===== src/rtl/rat_pkg.sv =====
// constants, types and state layout of the rtc auxiliary timers
package rat_pkg;

    // clocks and the 65536 Hz prescaler made by fractional division
    localparam int unsigned CLK_HZ   = 20000000;
    localparam int unsigned PRESC_HZ = 65536;
    localparam logic [24:0] ACC_MOD  = 25'(CLK_HZ);
    localparam logic [24:0] ACC_STEP = 25'(PRESC_HZ);

    // prescaler bit counts giving each tick rate
    localparam int unsigned DIV_4096 = 4;
    localparam int unsigned DIV_64   = 10;
    localparam int unsigned DIV_16HZ = 12;
    localparam int unsigned DIV_4HZ  = 14;
    localparam int unsigned DIV_1HZ  = 16;
    localparam int unsigned DIV_QHZ  = 18;
    localparam int unsigned FT_BIT   = 6;
    localparam logic [5:0]  MIN_LAST = 6'h3b;

    // pulse widths in prescaler ticks
    localparam logic [10:0] PULSE_8192 = 11'(PRESC_HZ / 8192);
    localparam logic [10:0] PULSE_4096 = 11'(PRESC_HZ / 4096);
    localparam logic [10:0] PULSE_128  = 11'(PRESC_HZ / 128);
    localparam logic [10:0] PULSE_64   = 11'(PRESC_HZ / 64);

    // register offsets
    localparam logic [4:0] ADDR_WDOG      = 5'h09;
    localparam logic [4:0] ADDR_FLAGS     = 5'h0f;
    localparam logic [4:0] ADDR_TVAL      = 5'h10;
    localparam logic [4:0] ADDR_TCTL      = 5'h11;
    localparam logic [4:0] ADDR_CFG       = 5'h13;
    localparam logic [4:0] ADDR_AL2_FIRST = 5'h14;
    localparam logic [4:0] ADDR_AL2_LAST  = 5'h18;
    localparam int unsigned SRAM_BYTES    = 5;

    // field positions and reset values
    localparam int unsigned FLG_WD  = 7;
    localparam int unsigned FLG_A1  = 6;
    localparam int unsigned FLG_A2  = 5;
    localparam int unsigned FLG_BL  = 4;
    localparam int unsigned FLG_TF  = 3;
    localparam int unsigned FLG_OF  = 2;
    localparam int unsigned CTL_TE  = 7;
    localparam int unsigned CTL_TP  = 6;
    localparam int unsigned CTL_TIE = 5;
    localparam logic [7:0]  CTL_MASK  = 8'he3;
    localparam logic [7:0]  CTL_RESET = 8'h03;
    localparam int unsigned CFG_ALARM_TWO_ENABLE  = 1;
    localparam logic [7:0]  CFG_RESET = 8'h10;
    localparam int unsigned WD_MULT_LSB = 2;
    localparam int unsigned RPT_BIT     = 7;

    // legal repeat codes, seconds field in bit 0
    localparam logic [4:0] RPT_SEC   = 5'h1f;
    localparam logic [4:0] RPT_MIN   = 5'h1e;
    localparam logic [4:0] RPT_HOUR  = 5'h1c;
    localparam logic [4:0] RPT_DAY   = 5'h18;
    localparam logic [4:0] RPT_MONTH = 5'h10;
    localparam logic [4:0] RPT_YEAR  = 5'h00;

    typedef enum logic [2:0] {
        WD_IDLE    = 3'b001,
        WD_RUN     = 3'b010,
        WD_EXPIRED = 3'b100
    } rat_wd_state_t;

    typedef struct packed {
        logic       write;
        logic       read;
        logic [4:0] addr;
        logic [7:0] data;
    } rat_regreq_t;

    typedef struct packed {
        logic [24:0]                 presAcc;
        logic [17:0]                 presc;
        logic [5:0]                  minCnt;
        rat_wd_state_t               wdState;
        logic [7:0]                  wdReg;
        logic [4:0]                  wdCnt;
        logic                        wdIrq;
        logic                        watchdog_flag;
        logic                        af1;
        logic                        af2;
        logic                        tf;
        logic [7:0]                  tmrCtl;
        logic [7:0]                  tmrLoad;
        logic [7:0]                  tmrCnt;
        logic [10:0]                 pulseCnt;
        logic [7:0]                  cfg;
        logic [SRAM_BYTES-1:0][7:0]  sram;
        logic                        pfS1;
        logic                        pfS2;
        logic                        pfS3;
        logic                        pfStable;
        logic [7:0]                  rdData;
        logic                        sqOut;
        logic                        irqLow;
    } rat_state_t;

endpackage


===== src/rtl/rat_aux_timers.sv =====
// auxiliary timers: second alarm, watchdog, countdown timer, square wave
//
// Functional notes
// alarm-two enable maps 14h-18h as alarm two
// enable clear at reset; bytes are sram
// repeat bits pick second to year matching
// watchdog byte: multiplier high, resolution low
// timeout is multiplier times resolution, flags
// any watchdog write restarts timeout
// writing zero releases irq, disables watchdog
// flags read clears watchdog flag
// reset clears watchdog register
// programmed watchdog overrides frequency test; code does so only while squareOutputEnable is low
// timer runs on enable, stops at power-down
// clock select: 4096, 64, 1, 1/60 Hz
// count to end, set flag, auto reload
// period is n over clock; zero stops
// timer read returns live count
// host serial clock twice timer clock
// only flags read clears timer flag
// level mode irq follows flag and enable
// pulse width per clock and count
// pulses stop only on mode bits cleared
// rate field selects square wave frequency
// square output needs enable, no power fail
// flags read releases alarm irq
// no source enabled: pin follows static bit
// irq active low, held by steady sources
`timescale 1ns/10ps
module rat_aux_timers
    import rat_pkg::*;
(
    input  wire logic        clk_sys,            // 20 MHz clock
    input  wire logic        rst,                // async reset, high
    input  wire rat_regreq_t regReq,             // register request
    output logic [7:0]       regRdData,          // read data
    input  wire logic [4:0]  alarmOneMatch,      // field equal, alarm one
    input  wire logic [4:0]  alarmTwoMatch,      // field equal, alarm two
    input  wire logic [4:0]  alarmOneRepeat,     // alarm one repeat bits
    input  wire logic        alarmOneIrqEnable,  // alarm irq enable
    input  wire logic        oscFailFlag,        // oscillator fail flag
    input  wire logic        oscFailIrqEnable,   // osc fail irq enable
    input  wire logic        batteryLowFlag,     // battery low flag
    input  wire logic        staticOutBit,       // static output level
    input  wire logic        freqTestEnable,     // frequency test enable
    input  wire logic        squareOutputEnable, // square wave enable
    input  wire logic        powerFailPin,       // switchover, async
    output logic             squareOutputPin,    // square wave out
    output logic             sharedIrqPinOut,    // open drain level
    output logic             sharedIrqPinOe      // high while pulling low
);

    localparam rat_state_t RESET_STATE = '{
        wdState : WD_IDLE,
        tmrCtl  : CTL_RESET,
        cfg     : CFG_RESET,
        default : '0
    };

    rat_state_t  q;
    rat_state_t  d;
    logic [24:0] accSum;
    logic        presTick;
    logic        tick4096;
    logic        tick64;
    logic        tick16Hz;
    logic        tick4Hz;
    logic        tick1Hz;
    logic        tickQHz;
    logic        tickMin;
    logic        tmrTick;
    logic        wdTick;
    logic        ctlTe;
    logic        ctlTp;
    logic        ctlTie;
    logic        pulseMode;
    logic        wrWdog;
    logic        wrTval;
    logic        wrSram;
    logic        flagRead;
    logic        wdSet;
    logic        tmrRun;
    logic        tmrEnd;
    logic        al1Set;
    logic        al2Set;
    logic [4:0]  rptTwo;
    logic [4:0]  wdMult;
    logic        wdProg;
    logic        srcEnabled;
    logic        ftOn;
    logic        holdLow;
    logic        tmrIrq;

    // true when the low k prescaler bits are all ones
    function automatic logic lowOnes(input logic [17:0] cnt,
                                     input int unsigned k);
        logic [17:0] m;
        m = 18'((32'd1 << k) - 32'd1);
        return (cnt & m) == m;
    endfunction

    // unlisted repeat codes fall back to once per second
    function automatic logic alarmHit(input logic [4:0] rpt,
                                      input logic [4:0] eq);
        logic [4:0] r;
        r = rpt;
        if (!(rpt == RPT_SEC || rpt == RPT_MIN || rpt == RPT_HOUR ||
              rpt == RPT_DAY || rpt == RPT_MONTH || rpt == RPT_YEAR)) begin
            r = RPT_SEC;
        end
        return &(eq | r);
    endfunction

    // prescaler bit whose toggle rate matches the rate code
    function automatic int unsigned sqBit(input logic [3:0] code);
        return (code == 4'h1) ? 0 : int'(code);
    endfunction

    // pulse length in prescaler ticks
    function automatic logic [10:0] pulseTicks(input logic [1:0] td,
                                               input logic       one);
        logic [10:0] w;
        w = PULSE_64;
        if (td == 2'b00) begin
            w = one ? PULSE_8192 : PULSE_4096;
        end else if (td == 2'b01) begin
            w = one ? PULSE_128 : PULSE_64;
        end
        return w;
    endfunction

    // divider ticks, all one-cycle enables of clk_sys
    assign accSum   = q.presAcc + ACC_STEP;
    assign presTick = accSum >= ACC_MOD;
    assign tick4096 = presTick & lowOnes(q.presc, DIV_4096);
    assign tick64   = presTick & lowOnes(q.presc, DIV_64);
    assign tick16Hz = presTick & lowOnes(q.presc, DIV_16HZ);
    assign tick4Hz  = presTick & lowOnes(q.presc, DIV_4HZ);
    assign tick1Hz  = presTick & lowOnes(q.presc, DIV_1HZ);
    assign tickQHz  = presTick & lowOnes(q.presc, DIV_QHZ);
    assign tickMin  = tick1Hz & (q.minCnt == MIN_LAST);

    // timer clock and watchdog resolution selects
    always_comb begin
        tmrTick = tickMin;
        wdTick  = tickQHz;
        case (q.tmrCtl[1:0])
            2'b00:   tmrTick = tick4096;
            2'b01:   tmrTick = tick64;
            2'b10:   tmrTick = tick1Hz;
            default: tmrTick = tickMin;
        endcase
        case (q.wdReg[1:0])
            2'b00:   wdTick = tick16Hz;
            2'b01:   wdTick = tick4Hz;
            2'b10:   wdTick = tick1Hz;
            default: wdTick = tickQHz;
        endcase
    end

    // decoded control and access strobes
    assign ctlTe     = q.tmrCtl[CTL_TE];
    assign ctlTp     = q.tmrCtl[CTL_TP];
    assign ctlTie    = q.tmrCtl[CTL_TIE];
    assign pulseMode = ctlTe & ctlTie & ctlTp;
    assign wrWdog    = regReq.write & (regReq.addr == ADDR_WDOG);
    assign wrTval    = regReq.write & (regReq.addr == ADDR_TVAL);
    assign wrSram    = regReq.write & (regReq.addr >= ADDR_AL2_FIRST) &
                       (regReq.addr <= ADDR_AL2_LAST);
    assign flagRead  = regReq.read & (regReq.addr == ADDR_FLAGS);
    assign wdMult    = q.wdReg[WD_MULT_LSB+4:WD_MULT_LSB];
    assign wdProg    = q.wdReg != 8'h00;

    // a write in the timeout cycle restarts instead of expiring
    assign wdSet  = (q.wdState == WD_RUN) & wdTick & !wrWdog &
                    (5'(q.wdCnt + 5'h01) == wdMult);
    assign tmrRun = ctlTe & (q.tmrLoad != 8'h00) & !wrTval;
    assign tmrEnd = tmrRun & tmrTick & (q.tmrCnt <= 8'h01);

    // alarm two repeat bits sit in bit 7, month byte first
    assign rptTwo = {q.sram[0][RPT_BIT], q.sram[1][RPT_BIT],
                     q.sram[2][RPT_BIT], q.sram[3][RPT_BIT],
                     q.sram[4][RPT_BIT]};
    assign al1Set = tick1Hz & alarmHit(alarmOneRepeat, alarmOneMatch);
    assign al2Set = tick1Hz & q.cfg[CFG_ALARM_TWO_ENABLE] &
                    alarmHit(rptTwo, alarmTwoMatch);

    // shared pin sources
    assign srcEnabled = oscFailIrqEnable | alarmOneIrqEnable | wdProg;
    assign ftOn    = freqTestEnable & staticOutBit &
                     !(wdProg & !squareOutputEnable);
    assign tmrIrq  = ctlTie & (ctlTp ? (ctlTe & (q.pulseCnt != 11'h000))
                                     : q.tf);
    assign holdLow = (alarmOneIrqEnable & (q.af1 | q.af2)) | q.wdIrq |
                     (oscFailFlag & oscFailIrqEnable) |
                     (!srcEnabled & !staticOutBit);

    // next state
    always_comb begin
        d = q;
        // prescaler and minute divider
        d.presAcc = presTick ? 25'(accSum - ACC_MOD) : accSum;
        if (presTick) begin
            d.presc = 18'(q.presc + 18'h00001);
        end
        if (tick1Hz) begin
            d.minCnt = (q.minCnt == MIN_LAST) ? 6'h00
                                              : 6'(q.minCnt + 6'h01);
        end
        // power fail sync; a change counts once stages two and three agree
        d.pfS1 = powerFailPin;
        d.pfS2 = q.pfS1;
        d.pfS3 = q.pfS2;
        if (q.pfS2 == q.pfS3) begin
            d.pfStable = q.pfS2;
        end
        // watchdog counting
        unique case (q.wdState)
            WD_IDLE: begin
            end
            WD_RUN: begin
                if (wdSet) begin
                    d.wdIrq   = 1'b1;
                    d.wdState = WD_EXPIRED;
                end else if (wdTick) begin
                    d.wdCnt = 5'(q.wdCnt + 5'h01);
                end
            end
            WD_EXPIRED: begin
            end
        endcase
        // a write with a nonzero multiplier restarts, any other disables; zero releases
        if (wrWdog) begin
            d.wdReg = regReq.data;
            d.wdCnt = 5'h00;
            if (regReq.data == 8'h00) begin
                d.wdIrq = 1'b0;
            end
            d.wdState = (regReq.data[WD_MULT_LSB+4:WD_MULT_LSB] == 5'h00)
                        ? WD_IDLE : WD_RUN;
        end
        // flags: read clears, a same-cycle event wins
        if (flagRead) begin
            d.watchdog_flag = 1'b0;
            d.af1 = 1'b0;
            d.af2 = 1'b0;
            d.tf  = 1'b0;
        end
        if (wdSet) begin
            d.watchdog_flag = 1'b1;
        end
        if (al1Set) begin
            d.af1 = 1'b1;
        end
        if (al2Set) begin
            d.af2 = 1'b1;
        end
        if (tmrEnd) begin
            d.tf = 1'b1;
        end
        // countdown with reload; count is kept while stopped
        if (wrTval) begin
            d.tmrLoad = regReq.data;
            d.tmrCnt  = regReq.data;
        end else if (tmrRun & tmrTick) begin
            d.tmrCnt = tmrEnd ? q.tmrLoad : 8'(q.tmrCnt - 8'h01);
        end
        if (regReq.write && regReq.addr == ADDR_TCTL) begin
            d.tmrCtl = regReq.data & CTL_MASK;
        end
        if (q.pfStable) begin
            d.tmrCtl[CTL_TE] = 1'b0;
        end
        // pulse starts with the flag, flag clear does not stop it
        if (!pulseMode) begin
            d.pulseCnt = 11'h000;
        end else if (tmrEnd) begin
            d.pulseCnt = pulseTicks(q.tmrCtl[1:0],
                                    q.tmrLoad == 8'h01);
        end else if (presTick && q.pulseCnt != 11'h000) begin
            d.pulseCnt = 11'(q.pulseCnt - 11'h001);
        end
        // configuration and alarm two bytes
        if (regReq.write && regReq.addr == ADDR_CFG) begin
            d.cfg = regReq.data;
        end
        if (wrSram) begin
            d.sram[3'(regReq.addr - ADDR_AL2_FIRST)] = regReq.data;
        end
        // read data, registered; unmapped reads give zero
        if (regReq.read) begin
            case (regReq.addr)
                ADDR_WDOG:  d.rdData = q.wdReg;
                ADDR_FLAGS: d.rdData = {q.watchdog_flag, q.af1, q.af2, batteryLowFlag,
                                        q.tf, oscFailFlag, 2'b00};
                ADDR_TVAL:  d.rdData = q.tmrCnt;
                ADDR_TCTL:  d.rdData = q.tmrCtl;
                ADDR_CFG:   d.rdData = q.cfg;
                default: begin
                    d.rdData = wrSram | (regReq.addr >= ADDR_AL2_FIRST &&
                                         regReq.addr <= ADDR_AL2_LAST)
                        ? q.sram[3'(regReq.addr - ADDR_AL2_FIRST)]
                        : 8'h00;
                end
            endcase
        end
        // square wave, dropped on power fail
        d.sqOut = squareOutputEnable & !q.pfStable & (q.cfg[7:4] != 4'h0) &
                  q.presc[sqBit(q.cfg[7:4])];
        // frequency test has the pin, else any active source pulls low
        d.irqLow = ftOn ? !q.presc[FT_BIT] : (holdLow | tmrIrq);
    end

    // state register; reset also clears the watchdog byte
    always_ff @(posedge clk_sys or posedge rst) begin
        if (rst) begin
            q <= RESET_STATE;
        end else begin
            q <= d;
        end
    end

    assign regRdData       = q.rdData;
    assign squareOutputPin = q.sqOut;
    assign sharedIrqPinOut = 1'b0;
    assign sharedIrqPinOe  = q.irqLow;

    flagClear_a: assert property (@(posedge clk_sys) disable iff (rst)
        flagRead && !wdSet |=> !q.watchdog_flag)
        else $error("watchdog flag survived flags read");
    wdRestart_a: assert property (@(posedge clk_sys) disable iff (rst)
        wrWdog && regReq.data[6:2] != 5'h00 |=>
        q.wdCnt == 5'h00 && q.wdState == WD_RUN)
        else $error("watchdog write did not restart");
    wdRelease_a: assert property (@(posedge clk_sys) disable iff (rst)
        wrWdog && regReq.data == 8'h00 |=>
        !q.wdIrq && q.wdState == WD_IDLE ##1
        (q.wdState == WD_IDLE || $past(wrWdog)))
        else $error("zero write did not release watchdog");
    tmrHold_a: assert property (@(posedge clk_sys) disable iff (rst)
        !ctlTe && !wrTval |=> $stable(q.tmrCnt))
        else $error("timer moved while disabled");
    tmrZero_a: assert property (@(posedge clk_sys) disable iff (rst)
        q.tmrLoad == 8'h00 |-> !tmrEnd)
        else $error("zero load produced a countdown end");
    tmrReload_a: assert property (@(posedge clk_sys) disable iff (rst)
        tmrEnd |=> q.tf && q.tmrCnt == $past(q.tmrLoad))
        else $error("timer end without flag and reload");
    pulseLen_a: assert property (@(posedge clk_sys) disable iff (rst)
        tmrEnd && pulseMode && q.tmrCtl[1:0] == 2'b00 &&
        q.tmrLoad > 8'h01 |=> q.pulseCnt == PULSE_4096)
        else $error("wrong pulse length at 4096 Hz");
    sqOff_a: assert property (@(posedge clk_sys) disable iff (rst)
        q.pfStable || !squareOutputEnable |=> !squareOutputPin)
        else $error("square wave active while disabled");
    levelIrq_a: assert property (@(posedge clk_sys) disable iff (rst)
        !ftOn && ctlTie && !ctlTp && q.tf |=> sharedIrqPinOe)
        else $error("level timer irq not driven");

endmodule


===== config.mk =====
export PLATFORM = sky130hd
export DESIGN_NAME = rat_aux_timers
export DESIGN_NICKNAME = d
export VERILOG_FILES = /design/src/rtl/rat_pkg.sv /design/src/rtl/rat_aux_timers.sv
export SDC_FILE = /design/constraint.sdc
export NUM_CORES = 1
export LEC_CHECK = 0
export BUFFER_PORTS_ARGS = -buffer_cell sky130_fd_sc_hd__buf_2
export CORE_MARGIN = 1
export CORE_UTILIZATION = 55
export DETAILED_ROUTE_END_ITERATION = 6
export PLACE_DENSITY = 0.86
export SLEW_MARGIN = 10
export SYNTH_ARGS = -nofsm -noshare
export SYNTH_HDL_FRONTEND = slang
export SYNTH_SLANG_ARGS = --single-unit

===== constraint.sdc =====
create_clock -name clk_sys -period 6.2 [get_ports clk_sys]
set_input_delay 1.86 -clock clk_sys [delete_from_list [all_inputs] [get_ports clk_sys]]
set_output_delay 1.86 -clock clk_sys [all_outputs]
set_load 0.03 [all_outputs]

* Word level (Yosys, flattened, before mapping)
Index checks and enable logic that the tools add are counted.
** Word-level totals
- Register bits after elaboration :: 164
- Output and inout bits :: 11
- Word-level logic and storage cells :: 212
** Cells by class
- Add/subtract/negate cells :: 8
- Order comparisons :: 7
- Equal/unequal tests :: 33
- Mux-type cells :: 44
- Bitwise logic cells :: 45
- Reduce and logical (&&, ||, !) cells :: 46
** Operators by type and width (count)
- two-way mux 11 bit :: 6
- equality test 5 bit, second input constant :: 13
- two-way mux 8 bit :: 7
- bitwise mux 40 bit :: 1
- case mux 8 bit (5 select lines) :: 1
- AND 1 bit :: 35
- adder 25 x 17 -> 25 bit, second input constant :: 1
- greater-or-equal comparator 25 bit, second input constant :: 1
- two-way mux 25 bit :: 1
- two-way mux 5 bit :: 5
- subtractor 25 bit, second input constant :: 1
- binary-select mux 8 bit (select 3 bit) :: 1
- demux 8 bit (select 3 bit) :: 1
- adder 18 x 1 -> 18 bit, second input constant :: 1
- equality test 18 bit, second input constant :: 1
- nonzero test 2 bit :: 9
- two-way mux 17 bit :: 1
- equality test 16 bit, second input constant :: 1
- nonzero test 8 bit :: 2
- logical NOT 5 bit :: 3
- equality test 14 bit, second input constant :: 1
- equality test 12 bit, second input constant :: 1
- two-way mux 6 bit :: 2
- nonzero test 11 bit :: 1
- other kinds (41) :: 86

* Logic depth before layout (Yosys ltp)
Gate-level depths: netlist (run 1).
- Depth after elaboration :: 11
- Gate-level depth with buffers :: 11
- Depth with buffers taken out :: 9

* Worst setup path after synthesis (run 1)
No wires, ideal clock.
- Path kind :: input-to-reg
- Start :: input regReq[9] in the netlist's numbering
- End :: register q[56] in the netlist's numbering
- Data arrival time :: 3751 ps
- Required time :: 6075 ps
- Slack :: 2324 ps
- Cell stages on the path :: 6
- Buffers on the path :: 2
- Path through :: clkbuf_1 > nand2_1 > nor3b_1 > and2_1 > clkbuf_1 > mux2_2
** On the way
- Cells in the longest elaborated chain, start to end :: 2
** Ends and longest elaborated chain
- start: declaration :: RTL line rat_aux_timers.sv:35 : input wire rat_regreq_t regReq,
- equality test 5 bit :: RTL line rat_aux_timers.sv:284 : if (regReq.write && regReq.addr == ADDR_CFG) begin
- logical AND 1 bit :: RTL line rat_aux_timers.sv:284
- end signal: assignment :: RTL line rat_aux_timers.sv:317 : q <= RESET_STATE;
- end signal: assignment :: RTL line rat_aux_timers.sv:319 : q <= d;
- end: declaration :: RTL line rat_aux_timers.sv:60 : rat_state_t q;
Every way passes these cells.
A chain may end at the register's enable or synchronous reset.

* Worst setup path in the final report (run 1)
- Start :: input regReq[9] in the netlist's numbering
- End :: register q[65] in the netlist's numbering
** On the way
- Cells in the longest elaborated chain, start to end :: 8
** Ends and longest elaborated chain
- equality test 5 bit (*) :: RTL line rat_aux_timers.sv:167 : assign wrTval = regReq.write & (regReq.addr == ADDR_TVAL);
- AND 1 bit (*) :: RTL line rat_aux_timers.sv:167
- logical NOT 1 bit (*) :: RTL line rat_aux_timers.sv:177 : assign tmrRun = ctlTe & (q.tmrLoad != 8'h00) & !wrTval;
- AND 1 bit (*) :: RTL line rat_aux_timers.sv:177
- AND 1 bit (*) (2 in series) :: RTL line rat_aux_timers.sv:178 : assign tmrEnd = tmrRun & tmrTick & (q.tmrCnt <= 8'h01);
- two-way mux 11 bit :: RTL line rat_aux_timers.sv:277 : end else if (tmrEnd) begin
- two-way mux 11 bit :: RTL line rat_aux_timers.sv:275 : if (!pulseMode) begin
Every way passes the cells marked *; elsewhere a longest branch is shown, timed or not.

==> results by group, run 1 <==
Worst setup path
  • Startpoint Class: primary input
  • CP Max Fanout: 21
  • Critical path type: primary input to register
  • Critical Path RT: 6.57 ns
  • Crit path capture type: register
  • Worst EP arrival: 4.60 ns

CTS
  • CTS resizes: 0
  • H-tree Lvls: 4
  • CTS tree: done
  • Cts bufs inserted: 17
  • Post-CTS Hold Buffers: 0
  • Clk sink count: 156
  • Root Buffer: clkbuf_16
  • # Post-CTS Setup Buffers: 0
  • Clock Latency Late Sink: 0.44 ns
  • Clock buffer depth: 2
  • Reg clk slew, reported paths: 0.07 ns

Job
  • Max_cap viols: 0

Routing
  • Detail Route Antenna Nets: 0
  • DR iter-0 viols: 581
  • Vias/cell: 6.25
  • Residual DRC: 0
  • Drt wl/cell: 18.4 um
  • Final wirelength: 19,400 um
  • DRT Pass-1 Iters: 5
  • Vias: 6,563

Place
  • Routability congestion estimate: 0.919
  • Final HPWL DP: 13,400 um
  • PortBufs: 49
  • Post-place instance area: 8520 um2
  • Pre-CTS setup slack: 1.54 ns

Layout
  • Antenna Cells: 0
  • Commonest non-fill, non-tap cells in the layout: dfrtp_1, nand2_1, mux2_2, nor2_1, buf_2
  • Layout area overhead: 10.9%
  • Design area: 9150 um2
  • Commonest non-fill, non-tap cell in the layout: dfrtp_1
  • Layout cells sized above 1: 18.5%
  • Fillers: 1,140
  • Nets: 903

Logic synthesis
  • Mapped Cells: 832
  • Synthesized area: 8250 um2
  • Ys flop type: dfrtp_1
  • Number of flops mapped to enable cells by yosys: 0
  • FF+latch count, synth: 156
  • Synth cell types: 66
  • Syn_nets: 882
  • Syn Area/Cell: 9.92 um2
  • Sequential share of the synthesized area: 47.4%
  • Synth warnings: 0
  • Async SR Flop Fraction: 100%

GRT
  • Total GRT Usage: 26.3%
  • Pin count of the biggest net entering global routing: 116
  • GRT overflow: 0
  • Number of global-route vias before repair: 6,336
  • Initial antenna violation count: 0
  • First-pass GRT wire length: 32,200 um

STA
  • Final Max Tran Viols: 0
  • Period utilization: 68.1%
  • Final setup fails: 0
  • Slew HR: 33.7%
  • Final Hold Viols: 0
  • Clock skew: 0.0114 ns
  • Worst-margin pin slew: 0.985 ns
  • Setup TNS: 0 ns
  • Final min period: 4.22 ns
  • Max Freq: 0.237 GHz
  • RSZ-0062 raised after global routing: false
  • Final WS setup: 1.98 ns

Power
  • Pwr/cell area: 289 nW/um2
  • Leak pwr: 4.04 nW
  • Peak supply drop: 0.238 mV

Die
  • Die Height: 124 um
  • Initial Util: 56.6%
  • Core Area: 14,600 um2
  • Standard-cell row count: 44
  • DIE WIDTH: 124 um
  • Io pins: 51
  • DIE AREA: 15,500 um2

Outcome
  • Status: complete, no violations

Hold path
  • Hold crit path type: register to register
[critical path, cell delays in order]
cell	delay, ns
buf_2	0.37
nor3_1	0.19
nand2_1	0.43
o211a_1	0.24
o211ai_1	0.19
or4_1	0.64
or4_1	0.53
a21oi_1	0.14
[kinds of logic (layout without fill, tap and decap cells)]
| kind of cell | count (synthesis) | after routing | synth area share [%] |
|---|---|---|---|
| xor gates and xnor gates | 52 | 52 | 5.52 |
| AOI/OAI and AO/OA | 170 | 170 | 13.6 |
| other | 1 | 1 | 0.0454 |
| adders and majority gates | 11 | 11 | 1.64 |
| muxes | 71 | 71 | 10.1 |
| and+or+nand+nor | 301 | 301 | 18.1 |
| DFF | 156 | 156 | 47.4 |
| buffers and inverters | 70 | 104 | 3.65 |
[power breakdown]
group | switching, mW | leakage (nW) | internal, mW
Clock | 0.516 | 0.301 | 0.553
Sequential | 0.117 | 2.01 | 1.14
Combinational | 0.168 | 1.73 | 0.151
[layer usage]
layer	vias up	GRT usage, %	routed length [um]
li1	3034	-	-
met1	3221	34.9	8250
met2	264	41.6	9270
met3	44	6.49	1370
met4	0	9.85	466
met5	-	0	0
[layout make-up]
cell class / count / area [um2] / share of cell area [%]
tap: 184 / 230 / 2.52
sequential: 156 / 3910 / 42.7
inverter: 21 / 83.8 / 0.916
timing repair buffer: 51 / 260 / 2.84
clock inverter: 15 / 196 / 2.15
multi-input combinational: 606 / 4050 / 44.2
clock buffer: 17 / 425 / 4.65
[synth_stat cells (all sizes together), types with 4 or more instances]
master	instances	area (um2)
nand3b	5	37.5
dfrtp	152	3800
a21oi	38	190
nor4	10	68.8
xnor2	32	280
ha	10	125
nand2b	9	56.3
inv	21	78.8
a21boi	5	37.5
clkbuf	33	126
a22o	5	43.8
mux4	4	90.1
a221oi	4	35.0
nor3	24	125
or4	9	71.3
dfstp	4	105
xor2	20	175
o22ai	4	25.0
a21o	8	60.1
or3	9	56.3
buf	16	96.3
a41oi	5	43.8
a211oi	7	52.6
nor3b	9	67.6
nand4	8	50.1
and3	13	81.3
o211ai	5	37.5
a22oi	6	50.1
nand2	108	410
a31oi	7	43.8
and2	6	37.5
o21ai	43	215
o21a	5	37.5
mux2	56	631
mux2i	11	110
nor2	51	191
nand3	26	130
o31ai	7	52.6
[stage by stage]
stage                     power, mW  std cells  utilization, %  hold WS, ns
final                          2.64       1050            62.7        0.350
after floorplan                1.47        832               -        0.331
after global placement         1.56       1018            58.4        0.340
after global routing           2.75       1050            62.7        0.360
after CTS                      2.64       1050            62.7        0.352
after detailed placement       1.58       1018            58.4        0.336
[state kept, by name (all words and copies together), names as in the netlist]
name,flops
ctlTe,1
ctlTie,1
ctlTp,1
d,2
q,141
regRdData,8
sharedIrqPinOe,1
squareOutputPin,1
[worst paths after layout]
check / from / end / slack, ns / cells past startpoint
min: d[12] / d[11] / 0.35 / 0
min in group asynchronous: rst / q[121] / 1.66 / 2
max reg2reg: q[158] / q[65] / 2.50 / 8
max: regReq[9] / q[65] / 1.98 / 8
min reg2reg: d[12] / d[11] / 0.35 / 0
max in group asynchronous: rst / q[73] / 3.42 / 3
No activity file was read; power rests on OpenSTA's default activity.
==> run 2: changes to the inputs <==
- ABC_AREA: default -> 1
- clock period: 6.2 -> 3.4 ns (I/O delays scaled with it)
==> run 2 against run 1 <==
  * The run now ends with design-rule violations left
  * Highest routed layer unchanged
  * Clock power up 77%
  * Synthesized area up 1.8%
  * Global-route usage up 1.6 points
  * Power up 90%
  * Cell count up 22%
  * Utilization up 1.2 points
  * Sequential power up 86%
  * Register-to-register slack worse by 2.1 ns
  * Non-clock buffer count up 10
  * Critical path depth up 10
  * Combinational power rose to 2.5 times the previous value
  * Die area up 1.8%
==> results by group, run 2 <==
Power
  • Leak pwr: 4.46 nW (was 4.04 nW)
  • Peak supply drop: 0.393 mV (was 0.238 mV)
  • Pwr/cell area: 534 nW/um2 (was 289 nW/um2)
  • Final Power: 5.02 mW (was 2.64 mW)

Logic synthesis
  • Yosys top cell by area: dfrtp_1 (unchanged)
  • FF+latch count, synth: 156 (unchanged)
  • Ys flop type: dfrtp_1 (unchanged)
  • Synth area leaders: dfrtp_1, nand2_1, inv_1 (was dfrtp_1, mux2_2, nand2_1)
  • Sequential share of the synthesized area: 46.5% (was 47.4%)
  • Syn Area/Cell: 8.12 um2 (was 9.92 um2)
  • Share of the synthesized area in the top cell type: 45.3% (was 46.1%)
  • Synth cell types: 58 (was 66)
  • Async SR Flop Fraction: 100% (unchanged)
  • Mapped Cells: 1,035 (was 832)
  • Syn_nets: 1,085 (was 882)
  • Most frequent cell after synthesis: nand2_1 (was dfrtp_1)
  • Synthesized area: 8400 um2 (was 8250 um2)
  • Synth warnings: 0 (unchanged)
  • Number of flops mapped to enable cells by yosys: 0 (unchanged)
  • Post-synth top cells: nand2_1, dfrtp_1, inv_1 (was dfrtp_1, nand2_1, mux2_2)

CTS
  • Cts bufs inserted: 17 (unchanged)
  • Post-CTS Hold Buffers: 0 (unchanged)
  • Reg clk slew, reported paths: 0.06 ns (was 0.07 ns)
  • CTS tree: done (unchanged)
  • Root Buffer: clkbuf_16 (unchanged)
  • H-tree Lvls: 4 (unchanged)
  • Clk sink count: 156 (unchanged)
  • # Post-CTS Setup Buffers: 0 (unchanged)
  • Clock buffer depth: 2 (unchanged)
  • CTS resizes: 0 (unchanged)
  • Clock Latency Late Sink: 0.43 ns (was 0.44 ns)

STA
  • RSZ-0062 raised after global routing: false (unchanged)
  • Hold Slack: 0.362 ns (was 0.350 ns)
  • Worst-margin pin slew: 0.971 ns (was 0.985 ns)
  • Final Max Tran Viols: 0 (unchanged)
  • Clock skew: 0.00871 ns (was 0.0114 ns)
  • Final min period: 2.96 ns
  • Slew HR: 34.7% (was 33.7%)
  • Final Hold Viols: 0 (unchanged)
  • Final setup fails: 0 (unchanged)
  • Final WS setup: 0.435 ns (was 1.98 ns)
  • Setup TNS: 0 ns (unchanged)
  • Period utilization: 87.2%
  • Max Freq: 0.337 GHz

Die
  • Standard-cell row count: 44 (unchanged)
  • Initial Util: 57.1% (was 56.6%)
  • DIE WIDTH: 126 um (was 124 um)
  • DIE AREA: 15,800 um2 (was 15,500 um2)
  • Io pins: 51 (unchanged)
  • Core Area: 14,700 um2 (was 14,600 um2)
  • Die Height: 126 um (was 124 um)

Layout
  • Fillers: 1,233 (was 1,140)
  • Register with the most flip-flops: q (unchanged)
  • Core Util, Final: 63.9% (was 62.7%)
  • Layout area overhead: 11.8% (was 10.9%)
  • Max reg flops: 141 (unchanged)
  • Commonest non-fill, non-tap cell in the layout: nand2_1 (was dfrtp_1)
  • Area of the multi-input gates: 3800 um2 (was 4050 um2)
  • Layout cells sized above 1: 12.6% (was 18.5%)
  • Antenna Cells: 0 (unchanged)
  • Reg area: 3910 um2 (unchanged)
  • Nets: 1,137 (was 903)
  • Commonest non-fill, non-tap cells in the layout: nand2_1, dfrtp_1, inv_1, nor2_1, o21ai_0 (was dfrtp_1, nand2_1, mux2_2, nor2_1, buf_2)

Place
  • Routability congestion estimate: 0.922 (was 0.919)
  • Final HPWL DP: 15,200 um (was 13,400 um)
  • Pre-CTS setup slack: 0.411 ns (was 1.54 ns)
  • PortBufs: 49 (unchanged)

GRT
  • Total GRT Usage: 27.8% (was 26.3%)
  • GRT overflow: 0 (unchanged)
  • Pin count of the biggest net entering global routing: 60 (was 116)
  • First-pass GRT wire length: 34,400 um (was 32,200 um)
  • Number of global-route vias before repair: 7,135 (was 6,336)
  • Initial antenna violation count: 0 (unchanged)

Worst setup path
  • Crit path largest cell delay: 0.45 ns (was 0.64 ns)
  • Critical Path RT: 3.72 ns (was 6.57 ns)
  • Critical path's most frequent cell: nand2_1 (was or4_1)
  • Crit-path cells: inv_1 -> ha_1 -> inv_1 -> nand3_1 -> nor2_2 -> nand3_1 -> nand2_1 -> nand2_1 -> nand2_1 -> nand2_4 -> nand2_2 -> nand3_1 -> nand4_4 -> nand2_4 -> nor2_2 -> inv_1 -> nand2_1 -> nand2_1 (was buf_2 -> nor3_1 -> nand2_1 -> o211a_1 -> o211ai_1 -> or4_1 -> or4_1 -> a21oi_1)
  • Slowest CP cell: dfrtp_1 (was or4_1)
  • Crit path capture type: register (unchanged)
  • R2r endpoint: q[72] (was q[65])
  • Worst R2R Path Depth: 18 (was 8)
  • Worst EP arrival: 3.29 ns (was 4.60 ns)
  • RR Startpoint: q[158] (unchanged)
  • Startpoint Class: register (was primary input)
  • R2R Setup Slk: 0.44 ns (was 2.50 ns)
  • CP Max Fanout: 18 (was 21)
  • Critical path type: register to register (was primary input to register)

Hold path
  • Hold depth: 0 (unchanged)
  • Hold crit path type: register to register (unchanged)
  • Hold_sp: d[12] (unchanged)
  • Hold EP: d[11] (unchanged)

Routing
  • Detail Route Antenna Nets: 0 (unchanged)
  • DRT Pass-1 Iters: 7 (was 5)
  • Drt wl/cell: 16.1 um (was 18.4 um)
  • DR iter-0 viols: 809 (was 581)
  • Vias: 7,368 (was 6,563)
  • Final wirelength: 20,600 um (was 19,400 um)
  • Vias/cell: 5.74 (was 6.25)
  • Residual DRC: 1 (was 0)

Outcome
  • Status: complete, but fails checks (was complete, no violations)
  • Failing checks: design-rule violations

Job
  • Max_cap viols: 0 (unchanged)
[run 2: changes by cell type after synthesis, moves of 11 or more]
cell / before / now
clkbuf_1: 31 / 11
nor2_1: 51 / 118
inv_1: 21 / 126
xnor2_1: 32 / 9
and3_1: 13 / 1
mux2_2: 56 / 0
o21ai_0: 43 / 85
nand3_1: 26 / 48
xor2_1: 20 / 40
o22ai_1: 4 / 18
nor2_2: 0 / 11
nand2_1: 106 / 205
[run 2: area by class of cell]
| type | count | area share (%) |
|---|---|---|
| multi-input cells | 714 | 40.4 |
| repair buffers | 61 | 3.70 |
| inverters | 137 | 5.54 |
| clock buffers | 21 | 4.80 |
| clock inverters | 11 | 1.45 |
| well taps | 184 | 2.45 |
| flip-flops and latches | 156 | 41.6 |
[run 2: worst max path at each step]
stage               cells past startpoint      start  slack (ns)    end
CTS                                    18     q[158]        0.43  q[72]
global placement                       13  regReq[9]        0.46  q[71]
finish                                 18     q[158]        0.44  q[72]
global route                           18     q[158]        0.16  q[72]
floorplan                               1        rst        0.41  ctlTe
detailed placement                     14  regReq[9]        0.41  q[71]
[run 2: cells by family (layout without fill, tap and decap cells)]
family	count (synthesis)	after routing	synth area share [%]
compound gates	202	202	13.9
simple gates	450	450	24.4
flops	156	156	46.5
fa+ha+maj	11	11	1.61
other cells	1	1	0.0446
xor+xnor	49	49	5.11
mux	1	1	0.119
buf+inv	165	230	8.24
[run 2: through the flow]
stage	instances	instance area [um2]
floorplan	1035	8400
global placement	1252	8810
detailed placement	1252	8810
CTS	1284	9390
global route	1284	9390
finish	1284	9390
[run 2: where the power goes]
| part | internal [mW] | switching [mW] | leakage, nW |
|---|---|---|---|
| Sequential | 2.12 | 0.207 | 1.97 |
| Clock | 1.11 | 0.781 | 0.272 |
| Combinational | 0.282 | 0.521 | 2.22 |
[run 2: worst max-delay path, delay by kind of cell (launching register included)]
family | cells | cell delay, ns
and+or+nand+nor | 14 | 1.81
adders and majority gates | 1 | 0.29
DFF | 1 | 0.45
buffers and inverters | 3 | 0.28
[run 2: layer usage]
layer  up-vias  share of wire (%)  routed length (um)  GRT usage (%)
li1       3501                  -                   -              -
met5         -                  0                   0              0
met3        42                7.4                1530           6.12
met1      3516                 42                8650           36.0
met4         0                2.5                 507           11.2
met2       309                 48                9940           45.5
==> run 3: changes to the inputs <==
--- a/config.mk
+++ b/config.mk
@@ -7,9 +7,9 @@
 export LEC_CHECK = 0
 export ABC_AREA = 1
-export BUFFER_PORTS_ARGS = -buffer_cell sky130_fd_sc_hd__buf_2
 export CORE_MARGIN = 1
-export CORE_UTILIZATION = 55
+export CORE_UTILIZATION = 45
 export DETAILED_ROUTE_END_ITERATION = 6
-export PLACE_DENSITY = 0.86
+export DONT_BUFFER_PORTS = 1
+export PLACE_DENSITY = 0.72
 export SLEW_MARGIN = 10
 export SYNTH_ARGS = -nofsm -noshare
==> constraint.sdc (replaced) <==
create_clock -name clk_sys -period 3.4 [get_ports clk_sys]
set_input_delay 0.68 -clock clk_sys [delete_from_list [all_inputs] [get_ports clk_sys]]
set_output_delay 0.68 -clock clk_sys [all_outputs]
set_load 0.03 [all_outputs]
==> run 3 against run 2 <==
  * Routed wire length fell by 0.56%
  * Clock-buffer cell count fell by 3
  * Sequential share of layout area rose by 0.80 points
  * Register-to-register slack improved by 0.14 ns
  * The flow still finishes with violations (design-rule violations)
  * Clock power rose by 6%
  * Critical path type unchanged
==> results by group, run 3 (synthesis results as in run 2) <==
Power
  • Pwr/cell area: 548 nW/um2 (was 534 nW/um2)
  • Internal Power: 3.51 mW (about the same)
  • Peak supply drop: 0.346 mV (was 0.393 mV)
  • Sequential Power Share: 46.4% (was 46.3%)
  • Clock power share: 39.6% (was 37.7%)
  • Comb power frac: 14.1% (was 16.0%)
  • Switching part of the total: 30.5% (was 30.1%)
  • P_sw: 1.54 mW (was 1.51 mW)
  • Leak pwr: 4.28 nW (was 4.46 nW)

STA
  • Final min period: 2.82 ns (was 2.96 ns)
  • Clock skew: 0.0158 ns (was 0.00871 ns)
  • Setup TNS: 0 ns (unchanged)
  • Final setup fails: 0 (unchanged)
  • Worst-margin pin slew: 0.650 ns (was 0.971 ns)
  • Final Hold Viols: 0 (unchanged)
  • Max Freq: 0.354 GHz (was 0.337 GHz)
  • RSZ-0062 raised after global routing: false (unchanged)
  • Slew HR: 55.5% (was 34.7%)
  • Period utilization: 83.0% (was 87.2%)
  • Final Max Tran Viols: 0 (unchanged)

Routing
  • Drt wl/cell: 16.1 um (about the same)
  • DRT Pass-1 Iters: 7 (unchanged)
  • Residual DRC: 1 (unchanged)
  • Final wirelength: 20,500 um (was 20,600 um)
  • Vias: 6,973 (was 7,368)
  • DR iter-0 viols: 537 (was 809)
  • Detail Route Antenna Nets: 0 (unchanged)
  • Vias/cell: 5.46 (was 5.74)

CTS
  • CTS tree: done (unchanged)
  • Cts bufs inserted: 17 (unchanged)
  • # Post-CTS Setup Buffers: 0 (unchanged)
  • Clock buffer depth: 2 (unchanged)
  • CTS resizes: 0 (unchanged)
  • Clk sink count: 156 (unchanged)
  • H-tree Lvls: 4 (unchanged)
  • Reg clk slew, reported paths: 0.07 ns (was 0.06 ns)
  • Post-CTS Hold Buffers: 0 (unchanged)
  • Root Buffer: clkbuf_16 (unchanged)
  • Clock Latency Late Sink: 0.44 ns (was 0.43 ns)

Die
  • Initial Util: 46.3% (was 57.1%)
  • Core Area: 18,100 um2 (was 14,700 um2)
  • Die Height: 139 um (was 126 um)
  • Standard-cell row count: 49 (was 44)
  • DIE WIDTH: 139 um (was 126 um)
  • Io pins: 51 (unchanged)
  • DIE AREA: 19,200 um2 (was 15,800 um2)

Layout
  • Layout area overhead: 9.73% (was 11.8%)
  • Area of the multi-input gates: 3800 um2 (unchanged)
  • Nets: 1,084 (was 1,137)
  • Commonest non-fill, non-tap cells in the layout: nand2_1, dfrtp_1, inv_1, nor2_1, o21ai_0 (unchanged)
  • Register with the most flip-flops: q (unchanged)
  • Fillers: 1,707 (was 1,233)
  • Reg area: 3910 um2 (unchanged)
  • Design area: 9220 um2 (was 9390 um2)
  • Max reg flops: 141 (unchanged)
  • Antenna Cells: 0 (unchanged)
  • Commonest non-fill, non-tap cell in the layout: nand2_1 (unchanged)
  • Layout cells sized above 1: 8.50% (was 12.6%)

Worst setup path
  • CP Max Fanout: 15 (was 18)
  • Startpoint Class: register (unchanged)
  • Critical path type: register to register (unchanged)
  • Worst EP arrival: 3.14 ns (was 3.29 ns)
  • RR Startpoint: q[158] (unchanged)
  • Critical Path RT: 3.72 ns (about the same)
  • Crit path capture type: register (unchanged)
  • Setup crit start: q[158] (unchanged)

Outcome
  • Failing checks: design-rule violations (unchanged)
  • Status: complete, but fails checks (unchanged)

GRT
  • Number of global-route vias before repair: 6,764 (was 7,135)
  • First-pass GRT wire length: 34,300 um (was 34,400 um)
  • GRT overflow: 0 (unchanged)
  • Total GRT Usage: 22.6% (was 27.8%)
  • Pin count of the biggest net entering global routing: 82 (was 60)
  • Initial antenna violation count: 0 (unchanged)

Hold path
  • Hold crit path type: primary input to async pin (was register to register)

Place
  • PortBufs: 0 (was 49)
  • Post-place instance area: 8600 um2 (was 8810 um2)
  • Routability congestion estimate: 0.901 (was 0.922)
  • Final HPWL DP: 14,800 um (was 15,200 um)

Job
  • Max_cap viols: 0 (unchanged)
run 3: worst paths after layout:
path | end | slack [ns] | depth (start not counted)
min in group clk_sys | d[12] | 0.28 | 0
worst max register to register | q[72] | 0.58 | 18
worst min register to register | d[11] | 0.35 | 0
max in group asynchronous | q[89] | 2.51 | 2
worst max-delay path | q[72] | 0.58 | 18
worst min-delay path | q[152] | 0.13 | 1
run 3: layout make-up:
| class | count | share of cell area, % |
|---|---|---|
| multi-input cells | 714 | 41.2 |
| repair buffers | 8 | 0.923 |
| clock buffers | 18 | 4.77 |
| inverters | 137 | 5.65 |
| flip-flops and latches | 156 | 42.4 |
| well taps | 229 | 3.11 |
| clock inverters | 14 | 1.93 |
run 3: through the flow:
stage                     power, mW  instances  hold WS [ns]  setup slack [ns]  util, %
after floorplan                2.87       1035         0.331             0.750        -
after CTS                      5.06       1276         0.131             0.589     50.8
after detailed placement       3.07       1244         0.347             0.597     47.4
after global placement         3.04       1244         0.336             0.679     47.4
after global routing           5.28       1276         0.148             0.261     50.8
final                          5.05       1276         0.130             0.577     50.8
run 3: worst max-delay path, stage by stage, from the launching register on:
cell and delay [ns]:
dfrtp_1 0.43, inv_1 0.11, ha_1 0.29, inv_1 0.11, nand3_1 0.12, nor2_2 0.15, nand3_1 0.12, nand2_1 0.10
nand2_1 0.05, nand2_1 0.09, nand2_4 0.14, nand2_2 0.17, nand3_1 0.14, nand4_4 0.23, nand2_4 0.12, nor2_2 0.15
inv_1 0.07, nand2_1 0.07, nand2_1 0.04
run 3: metal layers:
layer,wire [um],GRT usage [%]
met1,8920,28.9
met5,0,0
met3,1290,5.87
met2,9780,37.1
met4,520,7.66
run 3: power by group through the flow:
stage / Combinational, mW / Clock (mW) / Sequential (mW)
6_report: 0.711 / 2.00 / 2.34
3_3_place_gp: 0.682 / 0 / 2.36
3_5_place_dp: 0.702 / 0 / 2.36
4_1_cts: 0.710 / 2.02 / 2.33
5_1_grt: 0.824 / 2.09 / 2.37
2_1_floorplan: 0.590 / 0 / 2.28
